==> config.mk <==
export PLATFORM = sky130hd
export DESIGN_NAME = llpc_top
export DESIGN_NICKNAME = d
export VERILOG_FILES = /design/src/core/llpc_pkg.sv /design/src/core/llpc_regs.sv /design/src/core/llpc_top.sv
export SDC_FILE = /design/constraint.sdc
export NUM_CORES = 1
export LEC_CHECK = 0
export ABC_AREA = 0
export BUFFER_PORTS_ARGS = -buffer_cell sky130_fd_sc_hd__buf_2
export CORE_ASPECT_RATIO = 0.9
export CORE_UTILIZATION = 40
export DETAILED_ROUTE_END_ITERATION = 6
export GPL_TIMING_DRIVEN = 0
export PLACE_DENSITY_LB_ADDON = 0.12
export SETUP_SLACK_MARGIN = 0.02
export SYNTH_ARGS = -nofsm -noshare
export SYNTH_HDL_FRONTEND = slang
export SYNTH_SLANG_ARGS = --single-unit
==> constraint.sdc <==
create_clock -name ref_clk -period 4.1 [get_ports ref_clk]
set_input_delay 0.205 -clock ref_clk [delete_from_list [all_inputs] [get_ports ref_clk]]
set_output_delay 0.205 -clock ref_clk [all_outputs]
set_load 0.005 [all_outputs]
==> src/core/llpc_pkg.sv <==
// llpc_pkg: register map, reset values and carrier types of the led link and polarity control block
// assumes an 8-bit register port with byte offsets as printed
package llpc_pkg;
   localparam int unsigned LLPC_CHANNELS   = 11;
   localparam logic [7:0]  LLPC_POL_LO_OFF = 8'h75;
   localparam logic [7:0]  LLPC_POL_HI_OFF = 8'h76;
   localparam logic [7:0]  LLPC_TRN_LO_OFF = 8'h77;
   localparam logic [7:0]  LLPC_TRN_HI_OFF = 8'h78;
   localparam logic [7:0]  LLPC_MIR_LO_OFF = 8'h79;
   localparam logic [7:0]  LLPC_MIR_HI_OFF = 8'h7a;
   localparam logic [7:0]  LLPC_LINK_OFF   = 8'h80;
   localparam logic [7:0]  LLPC_RESET_VAL  = 8'h00;
   localparam logic [7:0]  LLPC_HI3_MASK   = 8'h07;
   localparam logic [7:0]  LLPC_HI2_MASK   = 8'h03;
   localparam logic [7:0]  LLPC_TRN_LO_MSK = 8'h7f;
   localparam int unsigned LLPC_UPDN_BIT   = 7;
   localparam int unsigned LLPC_CH9        = 8;   // zero-based index of channel nine
   localparam int unsigned LLPC_CH10       = 9;

   // register port access
   typedef struct packed {
      logic       wr;
      logic       rd;
      logic [7:0] addr;
      logic [7:0] wdata;
   } llpc_bus_s;

   // group slider events
   typedef struct packed {
      logic up_evt;
      logic down_evt;
   } llpc_group_s;

   typedef enum logic [0:0] {
      LLPC_GRP_IDLE = 1'b0,
      LLPC_GRP_HELD = 1'b1
   } llpc_grp_e;
endpackage

==> src/core/llpc_regs.sv <==
// llpc_regs: small byte-wide register store with registered read data
// assumes one access per cycle; writes masked per entry by the caller
`timescale 1ns/1ps
`default_nettype none
module llpc_regs
   import llpc_pkg::*;
#(
   parameter int unsigned DEPTH = 7
) (
   input  wire logic                     ref_clk,
   input  wire logic                     rst,
   input  wire logic                     wr_en,
   input  wire logic [$clog2(DEPTH)-1:0] wr_idx,
   input  wire logic [7:0]               wr_data,
   input  wire logic [$clog2(DEPTH)-1:0] rd_idx,
   output logic      [7:0]               rd_data,
   output logic      [DEPTH*8-1:0]       flat
);
   logic [7:0] mem_reg  [DEPTH];
   logic [7:0] mem_next [DEPTH];
   logic [7:0] rd_next;

   // next state of the store and read port
   always_comb begin
      for (int i = 0; i < DEPTH; i++) begin
         mem_next[i] = mem_reg[i];
      end
      if (wr_en) begin
         mem_next[wr_idx] = wr_data;
      end
      rd_next = mem_reg[rd_idx];
   end

   always_ff @(posedge ref_clk) begin
      for (int i = 0; i < DEPTH; i++) begin
         mem_reg[i] <= rst ? LLPC_RESET_VAL : mem_next[i];
      end
      rd_data <= rst ? LLPC_RESET_VAL : rd_next;
   end

   // flat view for the control logic
   always_comb begin
      for (int i = 0; i < DEPTH; i++) begin
         flat[i*8 +: 8] = mem_reg[i];
      end
   end
endmodule
`default_nettype wire

==> src/core/llpc_top.sv <==
// llpc_top: polarity, mirror, linked transition and sensor link control for eleven led channels
// assumes touch and group events arrive synchronous to ref_clk from the touch detector
`timescale 1ns/1ps
`default_nettype none
// Overview of operation
// - polarity bit 0 inverts: request one drives the pin low
// - polarity bit 1: request one drives high or releases an open-drain pin
// - polarity channels 1-8 at bits 0-7 of low, 9-11 at bits 0-2 of high
// - transition bits act only while linked, combined with global inverted transition
// - transition 0, request one, link without touch: led changes state
// - transition 1, inverted 1: linking keeps state, touches then toggle it
// - transition 1, inverted 0: linking keeps state, touches change nothing
// - transition channels 1-7 bits 0-6 low, channels 9-10 bits 0-1 high
// - mirror 0 means duty relative to 0%, 1 relative to 100%
// - polarity writes copy into mirror bits unless block mirror update set
// - mirror channels 1-8 bits 0-7 low, 9-11 bits 0-2 high
// - link bit set makes led follow its sensor instead of host
// - link bit ignored when the channel pin is an input
// - link bit 7: group up actuates channel ten, down channel nine
// - channels nine and ten never active together while linked with their transition bits clear
// - link clear: touch ignored, led follows its request bit
// - link set: touch actuates led and output enables automatically
// - sensor n to led n link at bit n-1, n one to seven
// - linked touch counts exactly as request bit one for pin drive
module llpc_top
   import llpc_pkg::*;
#(
   parameter int unsigned NCH = LLPC_CHANNELS
) (
   input  wire logic              ref_clk,
   input  wire logic              rst,
   input  wire llpc_bus_s         bus,
   output logic      [7:0]        rdata,
   input  wire logic [NCH-1:0]    channel_output_request,
   input  wire logic [NCH-1:0]    channel_is_input,
   input  wire logic [NCH-1:0]    channel_open_drain,
   input  wire logic [6:0]        touch_sensor_n,
   input  wire llpc_group_s       group_evt,
   input  wire logic              global_inverted_link_transition,
   input  wire logic              block_polarity_mirror_update,
   output logic      [NCH-1:0]    channel_actuate,
   output logic      [NCH-1:0]    channel_duty_mirror,
   output logic      [NCH-1:0]    channel_output_enable,
   output logic      [NCH-1:0]    pin_out,
   output logic      [NCH-1:0]    pin_oe_n
);
   localparam int unsigned NREG = 7;
   localparam int unsigned IW   = 3;

   logic [IW-1:0]     wr_idx;
   logic [IW-1:0]     rd_idx;
   logic              hit;
   logic              wr_en;
   logic [7:0]        wr_data;
   logic [7:0]        rd_raw;
   logic [NREG*8-1:0] flat;
   logic [7:0]        pol_lo, pol_hi, trn_lo, trn_hi, mir_lo, mir_hi, link;
   logic              rd_hit_reg, rd_hit_next;
   logic              mir_copy_lo, mir_copy_hi;
   logic [7:0]        copy_data;
   logic [IW:0]       dec;

   // maps printed offsets to store index
   function automatic logic [IW:0] llpc_decode(input logic [7:0] a);
      case (a)
         LLPC_POL_LO_OFF: llpc_decode = {1'b1, 3'h0};
         LLPC_POL_HI_OFF: llpc_decode = {1'b1, 3'h1};
         LLPC_TRN_LO_OFF: llpc_decode = {1'b1, 3'h2};
         LLPC_TRN_HI_OFF: llpc_decode = {1'b1, 3'h3};
         LLPC_MIR_LO_OFF: llpc_decode = {1'b1, 3'h4};
         LLPC_MIR_HI_OFF: llpc_decode = {1'b1, 3'h5};
         LLPC_LINK_OFF:   llpc_decode = {1'b1, 3'h6};
         default:         llpc_decode = 4'h0;
      endcase
   endfunction

   // masks reserved bits so they always read zero
   function automatic logic [7:0] llpc_mask(input logic [IW-1:0] i, input logic [7:0] d);
      case (i)
         3'h1, 3'h5: llpc_mask = d & LLPC_HI3_MASK;
         3'h2:       llpc_mask = d & LLPC_TRN_LO_MSK;
         3'h3:       llpc_mask = d & LLPC_HI2_MASK;
         default:    llpc_mask = d;
      endcase
   endfunction

   // register port decode; a polarity write also copies into mirror, one cycle later
   always_comb begin
      dec     = llpc_decode(bus.addr);
      hit     = dec[IW];
      wr_idx  = dec[IW-1:0];
      rd_idx  = wr_idx;
      wr_en   = bus.wr & hit;
      wr_data = llpc_mask(wr_idx, bus.wdata);
      rd_hit_next = bus.rd & hit;
      if (mir_copy_lo | mir_copy_hi) begin
         // pending mirror copy takes the store port; a host write in that cycle is lost
         wr_en   = 1'b1;
         wr_idx  = mir_copy_lo ? 3'h4 : 3'h5;
         wr_data = copy_data;
      end
   end

   logic mir_copy_lo_next, mir_copy_hi_next;
   logic [7:0] copy_next;
   // schedule the mirror copy after a polarity write
   always_comb begin
      mir_copy_lo_next = bus.wr & hit & (wr_idx == 3'h0) & ~block_polarity_mirror_update
                         & ~(mir_copy_lo | mir_copy_hi);
      mir_copy_hi_next = bus.wr & hit & (wr_idx == 3'h1) & ~block_polarity_mirror_update
                         & ~(mir_copy_lo | mir_copy_hi);
      copy_next        = wr_data;
   end

   always_ff @(posedge ref_clk) begin
      mir_copy_lo <= rst ? 1'b0 : mir_copy_lo_next;
      mir_copy_hi <= rst ? 1'b0 : mir_copy_hi_next;
      copy_data   <= rst ? LLPC_RESET_VAL : copy_next;
      rd_hit_reg  <= rst ? 1'b0 : rd_hit_next;
   end

   llpc_regs #(.DEPTH(NREG)) u_regs (
      .ref_clk (ref_clk),
      .rst     (rst),
      .wr_en   (wr_en),
      .wr_idx  (wr_idx),
      .wr_data (wr_data),
      .rd_idx  (rd_idx),
      .rd_data (rd_raw),
      .flat    (flat)
   );

   // unmapped reads return zero
   assign rdata = rd_hit_reg ? rd_raw : 8'h00;

   assign pol_lo = flat[7:0];
   assign pol_hi = flat[15:8];
   assign trn_lo = flat[23:16];
   assign trn_hi = flat[31:24];
   assign mir_lo = flat[39:32];
   assign mir_hi = flat[47:40];
   assign link   = flat[55:48];

   logic [NCH-1:0] pol, mir, trn, lnk, touch;
   // per-channel views of the fields
   always_comb begin
      pol = {pol_hi[2:0], pol_lo};
      mir = {mir_hi[2:0], mir_lo};
      trn = {1'b0, trn_hi[1:0], 1'b0, trn_lo[6:0]};
      lnk = {1'b0, {2{link[LLPC_UPDN_BIT]}}, 1'b0, link[6:0]} & ~channel_is_input;
      touch = '0;
      touch[6:0] = touch_sensor_n;
   end

   assign channel_duty_mirror = mir;

   // group latch: last event holds its channel, the other is forced off
   llpc_grp_e grp_reg, grp_next;
   logic      grp_up_reg, grp_up_next;
   always_comb begin
      grp_next    = grp_reg;
      grp_up_next = grp_up_reg;
      if (!link[LLPC_UPDN_BIT]) begin
         grp_next = LLPC_GRP_IDLE;
      end else if (group_evt.up_evt) begin
         grp_next    = LLPC_GRP_HELD;
         grp_up_next = 1'b1;
      end else if (group_evt.down_evt) begin
         grp_next    = LLPC_GRP_HELD;
         grp_up_next = 1'b0;
      end
   end

   always_ff @(posedge ref_clk) begin
      grp_reg    <= rst ? LLPC_GRP_IDLE : grp_next;
      grp_up_reg <= rst ? 1'b0 : grp_up_next;
   end

   // group channels behave like sensors
   logic [NCH-1:0] sense;
   always_comb begin
      sense = touch;
      sense[LLPC_CH10] = (grp_reg == LLPC_GRP_HELD) & grp_up_reg;
      sense[LLPC_CH9]  = (grp_reg == LLPC_GRP_HELD) & ~grp_up_reg;
   end

   // linked transition state: keep host state at link time and optionally toggle on touch
   logic [NCH-1:0] lnk_d_reg, held_reg, held_next, sense_d_reg;
   always_comb begin
      held_next = held_reg;
      for (int i = 0; i < NCH; i++) begin
         if (lnk[i] & ~lnk_d_reg[i]) begin
            held_next[i] = channel_output_request[i];
         end else if (lnk[i] & trn[i] & global_inverted_link_transition
                      & sense[i] & ~sense_d_reg[i]) begin
            held_next[i] = ~held_reg[i];
         end
      end
   end

   always_ff @(posedge ref_clk) begin
      lnk_d_reg   <= rst ? '0 : lnk;
      held_reg    <= rst ? '0 : held_next;
      sense_d_reg <= rst ? '0 : sense;
   end

   // actuation source per channel, then polarity at the pin
   logic [NCH-1:0] act_next, out_next, oe_n_next, en_next;
   always_comb begin
      for (int i = 0; i < NCH; i++) begin
         if (!lnk[i]) begin
            act_next[i] = channel_output_request[i];
         end else if (!trn[i]) begin
            act_next[i] = sense[i];
         end else begin
            // transition set: held value either toggles or stays fixed
            act_next[i] = held_next[i];
         end
         out_next[i]  = pol[i] ? act_next[i] : ~act_next[i];
         oe_n_next[i] = channel_is_input[i] | (channel_open_drain[i] & out_next[i]);
         en_next[i]   = lnk[i];
      end
   end

   always_ff @(posedge ref_clk) begin
      channel_actuate       <= rst ? '0 : act_next;
      pin_out               <= rst ? '0 : out_next;
      pin_oe_n              <= rst ? '1 : oe_n_next;
      channel_output_enable <= rst ? '0 : en_next;
   end

   // group pair never both actuated while linked with their transition bits clear
   group_exclusive_a: assert property (@(posedge ref_clk) disable iff (rst)
      !(channel_actuate[LLPC_CH9] && channel_actuate[LLPC_CH10] && link[LLPC_UPDN_BIT]
        && (trn[LLPC_CH9] == 1'b0) && (trn[LLPC_CH10] == 1'b0)))
      else $error("group channels active together");
   inverted_pin_a: assert property (@(posedge ref_clk) disable iff (rst)
      !pol[0] && !lnk[0] |=> pin_out[0] == ~$past(channel_output_request[0]))
      else $error("inverted polarity drive wrong");
   noninv_pin_a: assert property (@(posedge ref_clk) disable iff (rst)
      pol[0] && !lnk[0] |=> pin_out[0] == $past(channel_output_request[0]))
      else $error("non-inverted drive wrong");
   mirror_copy_a: assert property (@(posedge ref_clk) disable iff (rst)
      bus.wr && bus.addr == LLPC_POL_LO_OFF && !block_polarity_mirror_update && !mir_copy_lo
      && !mir_copy_hi |-> ##2 mir_lo == $past(bus.wdata, 2))
      else $error("mirror not copied from polarity");
   unlinked_touch_a: assert property (@(posedge ref_clk) disable iff (rst)
      !lnk[1] |=> channel_actuate[1] == $past(channel_output_request[1]))
      else $error("unlinked channel followed touch");
   linked_touch_a: assert property (@(posedge ref_clk) disable iff (rst)
      lnk[2] && !trn[2] |=> channel_actuate[2] == $past(touch_sensor_n[2]))
      else $error("linked channel ignored touch");
   input_ignored_a: assert property (@(posedge ref_clk) disable iff (rst)
      channel_is_input[3] |=> !channel_output_enable[3])
      else $error("input channel enabled by link");
   hold_fixed_a: assert property (@(posedge ref_clk) disable iff (rst)
      lnk[4] && $past(lnk[4]) && trn[4] && $past(trn[4]) && !global_inverted_link_transition
      |=> $stable(channel_actuate[4]))
      else $error("fixed transition changed");
   up_event_a: assert property (@(posedge ref_clk) disable iff (rst)
      link[LLPC_UPDN_BIT] && group_evt.up_evt |=> sense[LLPC_CH10] && !sense[LLPC_CH9])
      else $error("up event did not select channel ten");
endmodule
`default_nettype wire

==> Word level (Yosys, flattened, before mapping) <==
Memory sizes are Yosys's and may differ from the RTL's. A register that Yosys moved wholly into a read port is not among the register bits.
Index checks and enable logic that the tools add are counted.
{ "totals": {"ram_bits": 56, "output_inout_bits": 63, "word_cells": 227, "n_memories": 1, "input_bits": 64, "regBits": 75} }
{ "mem_list": {"columns": ["memory", "words", "word_bits", "read_ports", "rd_ports_with_merged_regs", "wr", "line_no", "source"], "rows": [
  ["u_regs.mem_reg", 7, 8, 8, 1, 7, "llpc_regs.sv:19", "logic [7:0] mem_reg [DEPTH];"]
]} }
{ "classes": {"bitwise": 123, "order_cmp": 2, "mux": 71, "eq_ne": 12, "reduce_logical": 6} }
{ "ops": {"columns": ["operator", "count"], "rows": [
  ["$mux W8", 10],
  ["$and A1 B1 Y1", 66],
  ["$bwmux W56", 1],
  ["$mux W56", 1],
  ["$mux W1", 55],
  ["$eq A8 B7 Y1 const B", 6],
  ["$not A1 Y1", 42],
  ["$pmux W4 S7", 1],
  ["$demux W8 S3", 1],
  ["$pmux W8 S3", 1],
  ["$or A1 B1 Y1", 12],
  ["$and A10 B11 Y11", 1],
  ["$not A11 Y11", 1],
  ["$eq A8 B8 Y1 const B", 1],
  ["$eq A3 B1 Y1 const B", 2],
  ["$eq A3 B2 Y1 const B", 2],
  ["$ge A4 B4 Y1 const B", 1],
  ["$lt A4 B1 Y1 const B", 1],
  ["$not A3 Y4", 1],
  ["$reduce_or A2 Y1", 2],
  ["$eq A3 B3 Y1 const B", 1],
  ["$logic_not A3 Y1", 1],
  ["$mux W3", 1],
  ["$reduce_and A2 Y1", 1],
  ["2 further kinds", 2]
]} }

==> Logic depth before layout (Yosys ltp) <==
Gate-level depths: netlist of run 1.
{ "depth": {"ltp_word": 14, "ltp_mapped": 8, "mapped_depth_nobuf": 5} }

==> Hierarchy <==
A second synthesis of run 1 with hierarchy kept.
{ "hier_totals": {"cells_unflattened": 738, "hier_area_um2": 6495.0} }
{ "by_module_without_submodules": {"columns": ["module", "instances", "cells_each", "area_each_um2"], "rows": [
  ["llpc_top", 1, 454, 3789.9],
  ["llpc_regs", 1, 284, 2705.1]
]} }

==> Least setup slack after synthesis of run 1 <==
No wires, ideal clock.
{ "synth_path": {"path_kind": "register -> register", "from": "register mir_copy_hi", "to": "memory u_regs.mem_reg[2][0]", "n_path_buf": 3, "setup_time_ns": 0.132, "required_time_ns": 3.968, "stages_incl_launch_ff": 9, "path_slack_ns": 1.931, "t_arrival_ns": 2.037, "cell_sequence": "dfxtp_1 -> clkbuf_1 -> nor2_1 -> nand2_1 -> or3_1 -> clkbuf_1 -> clkbuf_1 -> nor4_1 -> nor3_1"} }
{ "synth_lines": {"columns": ["item", "line_no", "source"], "rows": [
  ["start: declaration", "llpc_top.sv:59", "logic mir_copy_lo, mir_copy_hi;"],
  ["start signal: assignment", "llpc_top.sv:117", "mir_copy_hi <= rst ? 1'b0 : mir_copy_hi_next;"],
  ["end: declaration", "llpc_regs.sv:19", null]
]} }

==> results of run 1 <==
[report_power, final]
part	internal, mW	total [mW]	switching (mW)
logic	0.0749	0.179	0.104
registers	1.36	1.37	0.00819
clock network	0.844	1.43	0.583
total	2.28	2.97	0.695
[cell families after synthesis]
kind of cell | Yosys count | synth area share, %
flops | 137 | 46.36
mux | 24 | 4.209
other cells | 1 | 0.06339
simple gates | 275 | 24.43
buf+inv | 79 | 6.070
xor+xnor | 3 | 0.4442
compound gates | 157 | 18.42
[worst paths after layout]
kind	depth (start not counted)	end	slack (ns)	start
worst max-delay path	8	u_regs.mem_reg[2][6]	1.21	mir_copy_hi
worst min-delay path	3	pin_oe_n[1]	0.006	channel_is_input[1]
worst max register to register	8	u_regs.mem_reg[2][6]	1.21	mir_copy_hi
worst min register to register	2	u_regs.mem_reg[2][7]	0.46	u_regs.mem_reg[2][7]
[tightest hold or removal path, stage by stage]
cell and delay (ns):
buf_2 0.10, nor2_1 0.04, o31ai_1 0.05
[cell type report]
| cell class | count | area (sq um) |
|---|---|---|
| buffer | 52 | 257.7 |
| clock buffer | 20 | 446.7 |
| clock inverter | 12 | 102.6 |
| fill | 1362 | 6792 |
| inverter | 27 | 101.3 |
| multi-input combinational | 461 | 2818 |
| sequential | 137 | 2743 |
| tap | 193 | 241.5 |
| timing repair buffer | 132 | 708.2 |
[cells in the final DEF (no fill, tap or decap), types with 5 or more instances in the layout]
cell	Yosys	routed
buf_4	13	14
o21ai_0	8	8
mux2_2	7	7
mux2i_1	17	17
a311o_1	8	8
nand2_1	48	48
a211oi_1	6	6
o22a_1	7	7
a31oi_1	13	13
nand2b_1	15	15
inv_1	27	27
o2111ai_1	7	7
a22oi_1	5	5
o32a_1	8	8
clkinv_2	0	5
nor3_1	30	30
and3_1	8	8
nor4_1	19	19
clkbuf_16	0	17
nand4b_1	8	8
a21oi_1	60	60
clkbuf_1	32	34
and2_1	21	21
buf_2	5	127
dfxtp_1	137	137
o22ai_1	7	7
dlygate4sd3_1	0	9
nor2_1	71	71
nor3b_1	8	8
nor2b_1	26	26
o31ai_1	9	9
[metal layers]
metal  vias to the layer above  track usage [%]  share of wire (%)  wire, um
li1                       2726                -                  -         -
met1                      2609            32.54                 47      8381
met2                       229            36.77                 44      7777
met3                        35            6.113                7.3      1301
met4                         0            8.721                2.1       382
met5                         -                0                  0         0
[through the flow]
stage	area, sq um	std cells	util [%]
floorplan	5919	677	-
global placement	6771	992	47.65
detailed placement	6771	992	47.65
CTS	7411	1033	52.15
global route	7418	1034	52.21
finish	7418	1034	52.21
[synthesized netlist by cell type, types with 4 or more instances]
cell	number	area, sq um
a211oi_1	6	45.04
a21oi_1	60	300.3
a22oi_1	5	37.54
a311o_1	8	80.08
a31oi_1	13	81.33
and2_1	21	131.4
and3_1	8	50.05
buf_2	5	25.02
buf_4	13	97.59
clkbuf_1	32	120.1
dfxtp_1	137	2743
inv_1	27	101.4
mux2_2	7	78.83
mux2i_1	17	170.2
nand2_1	48	180.2
nand2b_1	15	93.84
nand3_1	4	20.02
nand4b_1	8	70.07
nor2_1	71	266.5
nor2b_1	26	162.7
nor3_1	30	150.1
nor3b_1	8	60.06
nor4_1	19	118.9
o2111ai_1	7	61.31
o21ai_0	8	40.04
o22a_1	7	61.31
o22ai_1	7	43.79
o31ai_1	9	67.56
o32a_1	8	80.08
[what timing repair did]
action | 4_1_cts | 5_1_grt
endpoints found under the setup margin | 0 | 0
hold endpoints to repair | 10 | 0
hold buffers | 9 | 0
setup buffers | 0 | 0
==> metrics, run 1 <==
status complete, no violations; full die area 15,280 sq um; Max FO, Critical Path 10; Most common cell on crit path clkbuf_1; WL/cell 17.26 um; layout cells sized above 1 22.12%; syn avg cell area 8.751 sq um; CP Cell Sequence clkbuf_1 > nor2_1 > nand2_1 > or3_1 > clkbuf_1 > clkbuf_1 > nor4_1 > nor3_1; final hold vios 0; dpl ws 1.261 ns; post-route setup TNS 0 ns; TritonCTS Buffers 17; Most used DFF post-synth dfxtp_1; Slew Limit Headroom 37.35%; Least-Margin Pin Slew 0.9280 ns; Pins Over Slew Limit 0; vias in the first global route 5,333; core area 14,210 sq um; initial antenna violation count 0; DRC errors left 0; Max IR drop VDD 0.0003117 V; total gr overflow 0; CP delay by family, top simple AND/OR/NAND/NOR gates; Die Width 130.2 um; DP Wirelength 12.91 mm; share of flip-flops with an asynchronous set or reset 0%; hold slack 0.006393 ns; Final nets 892; largest net degree at the start of global routing 17; Via-to-Cell Ratio 5.415; Synth Instances 676; CP Class register to register; Worst-Skew Late Latency 0.42 ns; slowest CP cell nor2_1; area grow syn2layout 25.40%; Pwr Total 2.972 mW; hold crit path type input pin to register; TritonRoute pass-1 iters 4; Mapped Area 5916 sq um; Vias 5,599; max reg flops 56; worst path arrival time 3.17 ns; Final Critical Period 2.888 ns; max capacitance violation total 0; Seq cells post-synth 137; static leakage 3.110 nW; final setup fails 0; Max Fclk 0.3462 GHz; sequential fraction of the synthesis area 46.36%; Final WS setup 1.212 ns; RSZ-0062 raised after global routing false; clock transition at the registers of the reported paths 0.06 ns; # resized after CTS 0; CP peak stage delay 0.52 ns; Final Skew 0.006702 ns; Final Cycle Share 70.44%; Total GRT Usage 24.10%; clock tree buffer depth 2; CTS Sinks 137; power per cell area 400.7 nW/um^2; Antenna Diode Count 0; TritonCTS clock tree yes; global-route wire length before repair 27.94 mm; CTS root buf clkbuf_16; final wirelength 17.84 mm; Initial Utilization 41.63%; IO buf count 122; boundary pin count 127; worst path required time 4.38 ns; Netlist cell types 55; Warnings, synthesis 0; Placer Congestion 0.8483; CP endpoint kind register; num rows 41; Die Height 117.4 um; Initial DRC Count 385; Post-synth EDFFs 0; worst path bufs/invs 3; Startpoint Class register; Routed Antenna Nets 0; H-tree levels 4
Power figures use the tool's default switching activity.
==> inputs of run 2 (changes only) <==
==> constraint.sdc (replaced) <==
create_clock -name ref_clk -period 2.44 [get_ports ref_clk]
set_input_delay 0.122 -clock ref_clk [delete_from_list [all_inputs] [get_ports ref_clk]]
set_output_delay 0.122 -clock ref_clk [all_outputs]
set_load 0.005 [all_outputs]
==> run 2 against run 1 <==
Routed wire length rose by 1.4%. Cell count rose by 2.6%. Register-to-register slack got worse by 1.0 ns. Clock power rose by 67%. Combinational power rose by 85%. Critical endpoint is now u_regs.mem_reg[2][1]. Highest routed layer unchanged.
==> metrics, run 2 (same netlist as run 1, synthesis figures left out) <==
Max Fclk 0.4401 GHz (was 0.3462 GHz); worst path required time 2.72 ns (was 4.38 ns); core area 14,210 sq um (unchanged); Pins Over Slew Limit 0 (unchanged); initial antenna violation count 0 (unchanged); Max FO, Critical Path 10 (unchanged); Least-Margin Pin Slew 0.9304 ns (was 0.9280 ns); DP Wirelength 12.91 mm (unchanged); CTS Sinks 137 (unchanged); clock transition at the registers of the reported paths 0.06 ns (about the same); global-route wire length before repair 28.32 mm (was 27.94 mm); TritonCTS Buffers 17 (unchanged); Worst Setup SP mir_copy_hi (unchanged); commonest cells after routing, fill and taps aside 137 x dfxtp_1, 128 x buf_2, 70 x nor2_1, 60 x a21oi_1, 48 x nand2_1 (was 137 x dfxtp_1, 127 x buf_2, 71 x nor2_1, 60 x a21oi_1, 48 x nand2_1); Worst Min Path Start group_evt[0] (was channel_is_input[1]); worst hold endpoint grp_up_reg (was pin_oe_n[1]); Vias 5,679 (was 5,599); Startpoint Class register (unchanged); Via-to-Cell Ratio 5.352 (was 5.415); vias in the first global route 5,434 (was 5,333); Final Skew 0.006095 ns (was 0.006702 ns); Slew Limit Headroom 37.18% (was 37.35%); R2R Path End u_regs.mem_reg[2][1] (was u_regs.mem_reg[2][6]); Initial Utilization 41.63% (unchanged); CP endpoint kind register (unchanged); CP Cell Sequence clkbuf_1 > nor2_4 > nand2_1 > or3_1 > clkbuf_1 > buf_2 > nor4_1 > nor3_1 (was clkbuf_1 > nor2_1 > nand2_1 > or3_1 > clkbuf_1 > clkbuf_1 > nor4_1 > nor3_1); post-route setup TNS 0 ns (unchanged); clock tree buffer depth 2 (unchanged); largest net degree at the start of global routing 17 (unchanged); post-route non-filler standard cell count 1,061 (was 1,034); FF-to-FF setup slack 0.17 ns (was 1.21 ns); full die area 15,280 sq um (unchanged); Worst-Skew Late Latency 0.42 ns (about the same); Die Height 117.4 um (unchanged); boundary pin count 127 (unchanged); layout cells sized above 1 22.24% (was 22.12%); final setup fails 0 (unchanged); static leakage 3.219 nW (was 3.110 nW); worst path bufs/invs 3 (unchanged); DRC errors left 0 (unchanged); max reg flops 56 (unchanged); Antenna Diode Count 0 (unchanged); Die Width 130.2 um (unchanged); Final Cycle Share 93.12% (was 70.44%); power per cell area 652.4 nW/um^2 (was 400.7 nW/um^2); area grow syn2layout 30.16% (was 25.40%); max capacitance violation total 0 (unchanged); CP Class register to register (unchanged); CP delay by family, top simple AND/OR/NAND/NOR gates (unchanged); worst path arrival time 2.56 ns (was 3.17 ns); Max IR drop VDD 0.0005237 V (was 0.0003117 V); slowest CP cell or3_1 (was nor2_1); RSZ-0062 raised after global routing false (unchanged); Total GRT Usage 24.40% (was 24.10%); Placer Congestion 0.8483 (unchanged); TritonCTS clock tree yes (unchanged); hold crit path type input pin to register (unchanged); Final Critical Period 2.272 ns (was 2.888 ns); final wirelength 18.10 mm (was 17.84 mm); Initial DRC Count 342 (was 385); reg2reg start mir_copy_hi (unchanged); IO buf count 122 (unchanged); num rows 41 (unchanged); Final nets 919 (was 892); TritonRoute pass-1 iters 7 (was 4); CP peak stage delay 0.38 ns (was 0.52 ns); status complete, no violations (unchanged); final hold vios 0 (unchanged); WHS Path Cells 4 (was 3); CTS root buf clkbuf_16 (unchanged); R2R depth 8 (unchanged); cell total after placement 992 (unchanged); commonest non-fill, non-tap cell in the layout dfxtp_1 (unchanged); Most common cell on crit path clkbuf_1 (unchanged); total gr overflow 0 (unchanged); Routed Antenna Nets 0 (unchanged); WL/cell 17.06 um (was 17.26 um); H-tree levels 4 (unchanged)
[run 2: cell types whose count changed in the layout (fill, tap and decap cells not counted), moves of 2 or more]
cell,before,now
buf_4,14,16
clkbuf_1,34,31
clkbuf_2,0,2
dlygate4sd3_1,9,34
o311ai_0,3,1
o311ai_1,0,2
[run 2: worst register-to-register path, stage by stage, from the launching register on]
cell and delay (ns):
dfxtp_1 0.29, clkbuf_1 0.20, nor2_4 0.16, nand2_1 0.17
or3_1 0.38, clkbuf_1 0.24, buf_2 0.27, nor4_1 0.34
nor3_1 0.08
[run 2: where the power goes]
group	switching [mW]	internal, mW
clock network	0.976	1.42
logic	0.180	0.152
registers	0.0138	2.28
total	1.17	3.85
[run 2: timing repair]
item	in CTS	in global routing
pin swaps	0	1
cloned	0	0
buffers inserted	0	2
gates resized for setup	4	6
hold endpoints to repair	26	0
setup endpoints to repair	27	21
hold buffers	34	0
[run 2: metal layers]
metal / vias to the layer above / GRT usage, % / wire [um]
met3: 32 / 6.022 / 1296
met5: - / 0 / 0
met1: 2639 / 32.97 / 8434
met2: 228 / 37.37 / 8017
met4: 0 / 8.721 / 349
li1: 2780 / - / -
[run 2: stage by stage]
| step | area (sq um) | power, mW | hold slack (ns) | worst slack (ns) | utilization, % |
|---|---|---|---|---|---|
| after floorplan | 5919 | 2.483 | 0.1987 | 0.2713 | - |
| after global placement | 6771 | 2.628 | 0.3154 | -0.3383 | 47.65 |
| after detailed placement | 6771 | 2.633 | 0.3268 | -0.3700 | 47.65 |
| after CTS | 7671 | 5.058 | 0.02145 | 0.01710 | 53.98 |
| after global routing | 7700 | 5.210 | 0.05087 | 0.01596 | 54.19 |
| final | 7700 | 5.023 | 0.03115 | 0.1678 | 54.19 |
[run 2: worst max path at each step]
stage / end / slack (ns) / cells past startpoint
2_1_floorplan: u_regs.mem_reg[2][0] / 0.27 / 8
3_3_place_gp: u_regs.mem_reg[2][6] / -0.34 / 8
3_5_place_dp: u_regs.mem_reg[2][1] / -0.37 / 8
4_1_cts: u_regs.mem_reg[2][1] / 0.02 / 8
5_1_grt: u_regs.mem_reg[2][6] / 0.02 / 8
6_report: u_regs.mem_reg[2][1] / 0.17 / 8
[run 2: final cells by class]
cell class	count	area, sq um
Clock inverter	12	102.6
Tap cell	193	241.5
Sequential cell	137	2743
Fill cell	1333	6510
Timing Repair Buffer	159	973.4
Buffer	52	261.5
Clock buffer	20	446.7
Multi-Input combinational cell	461	2830
Inverter	27	101.3
==> inputs of run 3 (changes only) <==
--- a/config.mk
+++ b/config.mk
@@ -7,8 +7,10 @@
 export LEC_CHECK = 0
 export ABC_AREA = 0
 export BUFFER_PORTS_ARGS = -buffer_cell sky130_fd_sc_hd__buf_2
+export CELL_PAD_IN_SITES_DETAIL_PLACEMENT = 0
+export CELL_PAD_IN_SITES_GLOBAL_PLACEMENT = 2
 export CORE_ASPECT_RATIO = 0.9
-export CORE_UTILIZATION = 40
+export CORE_UTILIZATION = 29
 export DETAILED_ROUTE_END_ITERATION = 6
 export GPL_TIMING_DRIVEN = 0
 export PLACE_DENSITY_LB_ADDON = 0.12
==> run 3 against run 2 <==
First-iteration DRC count shrank 21%. Sequential share of layout area shrank 0.56 points. Sequential cell count is the same. Critical endpoint is now mir_copy_hi. Worst hold slack gained 0.0069 ns. Sequential power is essentially flat. Critical path depth shrank 1. The flow now finishes with violations (design-rule violations). Largest cell class unchanged. Total power grew 4.2%. Worst setup slack lost 0.012 ns. Design area grew 1.6%.
==> metrics, run 3 (same netlist as run 1, synthesis figures left out) <==
violated checks design-rule violations; worst path arrival time 2.61 ns (was 2.56 ns); Total GRT Usage 19.41% (was 24.40%); commonest cells after routing, fill and taps aside 137 x dfxtp_1, 127 x buf_2, 70 x nor2_1, 60 x a21oi_1, 48 x nand2_1 (was 137 x dfxtp_1, 128 x buf_2, 70 x nor2_1, 60 x a21oi_1, 48 x nand2_1); layout cells sized above 1 21.94% (was 22.24%); Routed Antenna Nets 0 (unchanged); Die Width 152.6 um (was 130.2 um); CP peak stage delay 0.49 ns (was 0.38 ns); Initial Utilization 29.60% (was 41.63%); combinational group share of total power 6.5% (was 6.6%); final setup fails 0 (unchanged); area grow syn2layout 32.23% (was 30.16%); cell total after placement 1,055 (was 992); DP Wirelength 14.68 mm (was 12.91 mm); Most common cell on crit path clkbuf_1 (unchanged); largest net degree at the start of global routing 17 (unchanged); Clk pwr share 49.6% (was 47.7%); Via-to-Cell Ratio 5.017 (was 5.352); Final nets 918 (was 919); Startpoint Class register (unchanged); final hold vios 0 (unchanged); Max FO, Critical Path 10 (unchanged); commonest non-fill, non-tap cell in the layout dfxtp_1 (unchanged); slowest CP cell nor3_1 (was or3_1); Seq pwr share 43.9% (was 45.7%); TritonRoute pass-1 iters 7 (unchanged); boundary pin count 127 (unchanged); IO buf count 122 (unchanged); H-tree levels 4 (unchanged); RSZ-0062 raised after global routing true (was false); Slew Limit Headroom 32.25% (was 37.18%); switching share of power 21.93% (was 23.29%); Least-Margin Pin Slew 1.012 ns (was 0.9304 ns); Vias 5,624 (was 5,679); CP Class register to register (unchanged); Worst-Skew Late Latency 0.42 ns (about the same); CP Cell Sequence clkbuf_1 > nor2_4 > nand2_1 > nor3_1 > clkbuf_1 > nand3_1 > nor4_1 (was clkbuf_1 > nor2_4 > nand2_1 > or3_1 > clkbuf_1 > buf_2 > nor4_1 > nor3_1); vias in the first global route 5,538 (was 5,434); Final Critical Period 2.284 ns (was 2.272 ns); Initial DRC Count 271 (was 342); reg2reg start mir_copy_hi (unchanged); worst path bufs/invs 2 (was 3); Final Skew 0.006118 ns (was 0.006095 ns); static leakage 3.240 nW (was 3.219 nW); clock tree buffer depth 2 (unchanged); Final WS setup 0.1561 ns (was 0.1678 ns); dpl ws -0.5508 ns (was -0.3700 ns); core area 19,990 sq um (was 14,210 sq um); power per cell area 669.0 nW/um^2 (was 652.4 nW/um^2); Psw 1.148 mW (was 1.170 mW); max reg flops 56 (unchanged); CP endpoint kind register (unchanged); Pint 4.085 mW (was 3.853 mW); full die area 20,970 sq um (was 15,280 sq um); clock transition at the registers of the reported paths 0.06 ns (about the same); Max Fclk 0.4378 GHz (was 0.4401 GHz); Max IR drop VDD 0.0004518 V (was 0.0005237 V); global-route wire length before repair 30.29 mm (was 28.32 mm); Final Cycle Share 93.60% (was 93.12%); Antenna Diode Count 0 (unchanged); Pins Over Slew Limit 0 (unchanged); post-route non-filler standard cell count 1,121 (was 1,061); CP delay by family, top simple AND/OR/NAND/NOR gates (unchanged); final wirelength 19.97 mm (was 18.10 mm); Worst Setup SP mir_copy_hi (unchanged); WL/cell 17.82 um (was 17.06 um); Placer Congestion 0.8483 (unchanged); status finished, violations left (was complete, no violations); Die Height 137.5 um (was 117.4 um); num rows 49 (was 41); max capacitance violation total 0 (unchanged); hold crit path type input pin to register (unchanged); TritonCTS Buffers 17 (unchanged); worst path required time 2.76 ns (was 2.72 ns); total gr overflow 0 (unchanged); Worst Min Path Start group_evt[0] (unchanged); post-route setup TNS 0 ns (unchanged); initial antenna violation count 0 (unchanged); CTS root buf clkbuf_16 (unchanged); DRC errors left 6 (was 0); CTS Sinks 137 (unchanged); TritonCTS clock tree yes (unchanged)
==> run 3: cell count changes in the layout (fill, tap and decap cells not counted), moves of 2 or more <==
| cell | change |
|---|---|
| clkinv_2 | -2 |
| bufinv_16 | +2 |
| clkbuf_1 | +3 |
| clkinv_4 | -2 |
| buf_4 | -2 |
| clkinvlp_4 | -2 |
==> run 3: worst reg2reg max path, cell delays in order, from the launching register on <==
cell	delay, ns
dfxtp_1	0.29
clkbuf_1	0.20
nor2_4	0.16
nand2_1	0.16
nor3_1	0.49
clkbuf_1	0.47
nand3_1	0.22
nor4_1	0.20
==> run 3: per-layer routing <==
metal	global-route usage (%)	wire length, um
met5	0	0
met4	8.698	577
met3	5.222	1032
met2	31.59	9173
met1	24.20	9188
==> run 3: repair_timing <==
action / CTS / global route
hold buffers: 34 / 0
hold endpoints to repair: 26 / 0
resized for setup: 3 / 7
pin swaps: 1 / 0
setup buffers: 1 / 0
endpoints found under the setup margin: 38 / 18
==> run 3: final cells by class <==
class,instances,area (sq um)
clock inverters,8,120.1
multi-input cells,461,2841
well taps,255,319.1
repair buffers,158,969.7
fillers,2052,12160
flip-flops and latches,137,2743
inverters,27,101.3
plain buffers,52,260.3
clock buffers,23,467.9
==> run 3: final timing paths <==
check / end / slack [ns] / cells after the start
worst min register to register: u_regs.mem_reg[3][2] / 0.45 / 1
worst max register to register: mir_copy_hi / 0.16 / 7
worst max-delay path: mir_copy_hi / 0.16 / 7
worst min-delay path: grp_up_reg / 0.04 / 4
==> run 3: metrics by stage <==
step	total power, mW	area [sq um]	util [%]	hold WS (ns)
2_1_floorplan	2.483	5919	-	0.1987
3_3_place_gp	2.641	6849	34.27	0.3132
3_5_place_dp	2.643	6860	34.32	0.3165
4_1_cts	5.300	7809	39.07	0.02317
5_1_grt	5.427	7823	39.14	0.06824
6_report	5.233	7823	39.14	0.03803
==> run 3: power by group through the flow <==
stage | clock network, mW | registers, mW | logic [mW]
floorplan | 0 | 2.35 | 0.136
global placement | 0 | 2.34 | 0.296
detailed placement | 0 | 2.34 | 0.298
CTS | 2.66 | 2.30 | 0.341
global route | 2.75 | 2.30 | 0.374
finish | 2.60 | 2.30 | 0.340
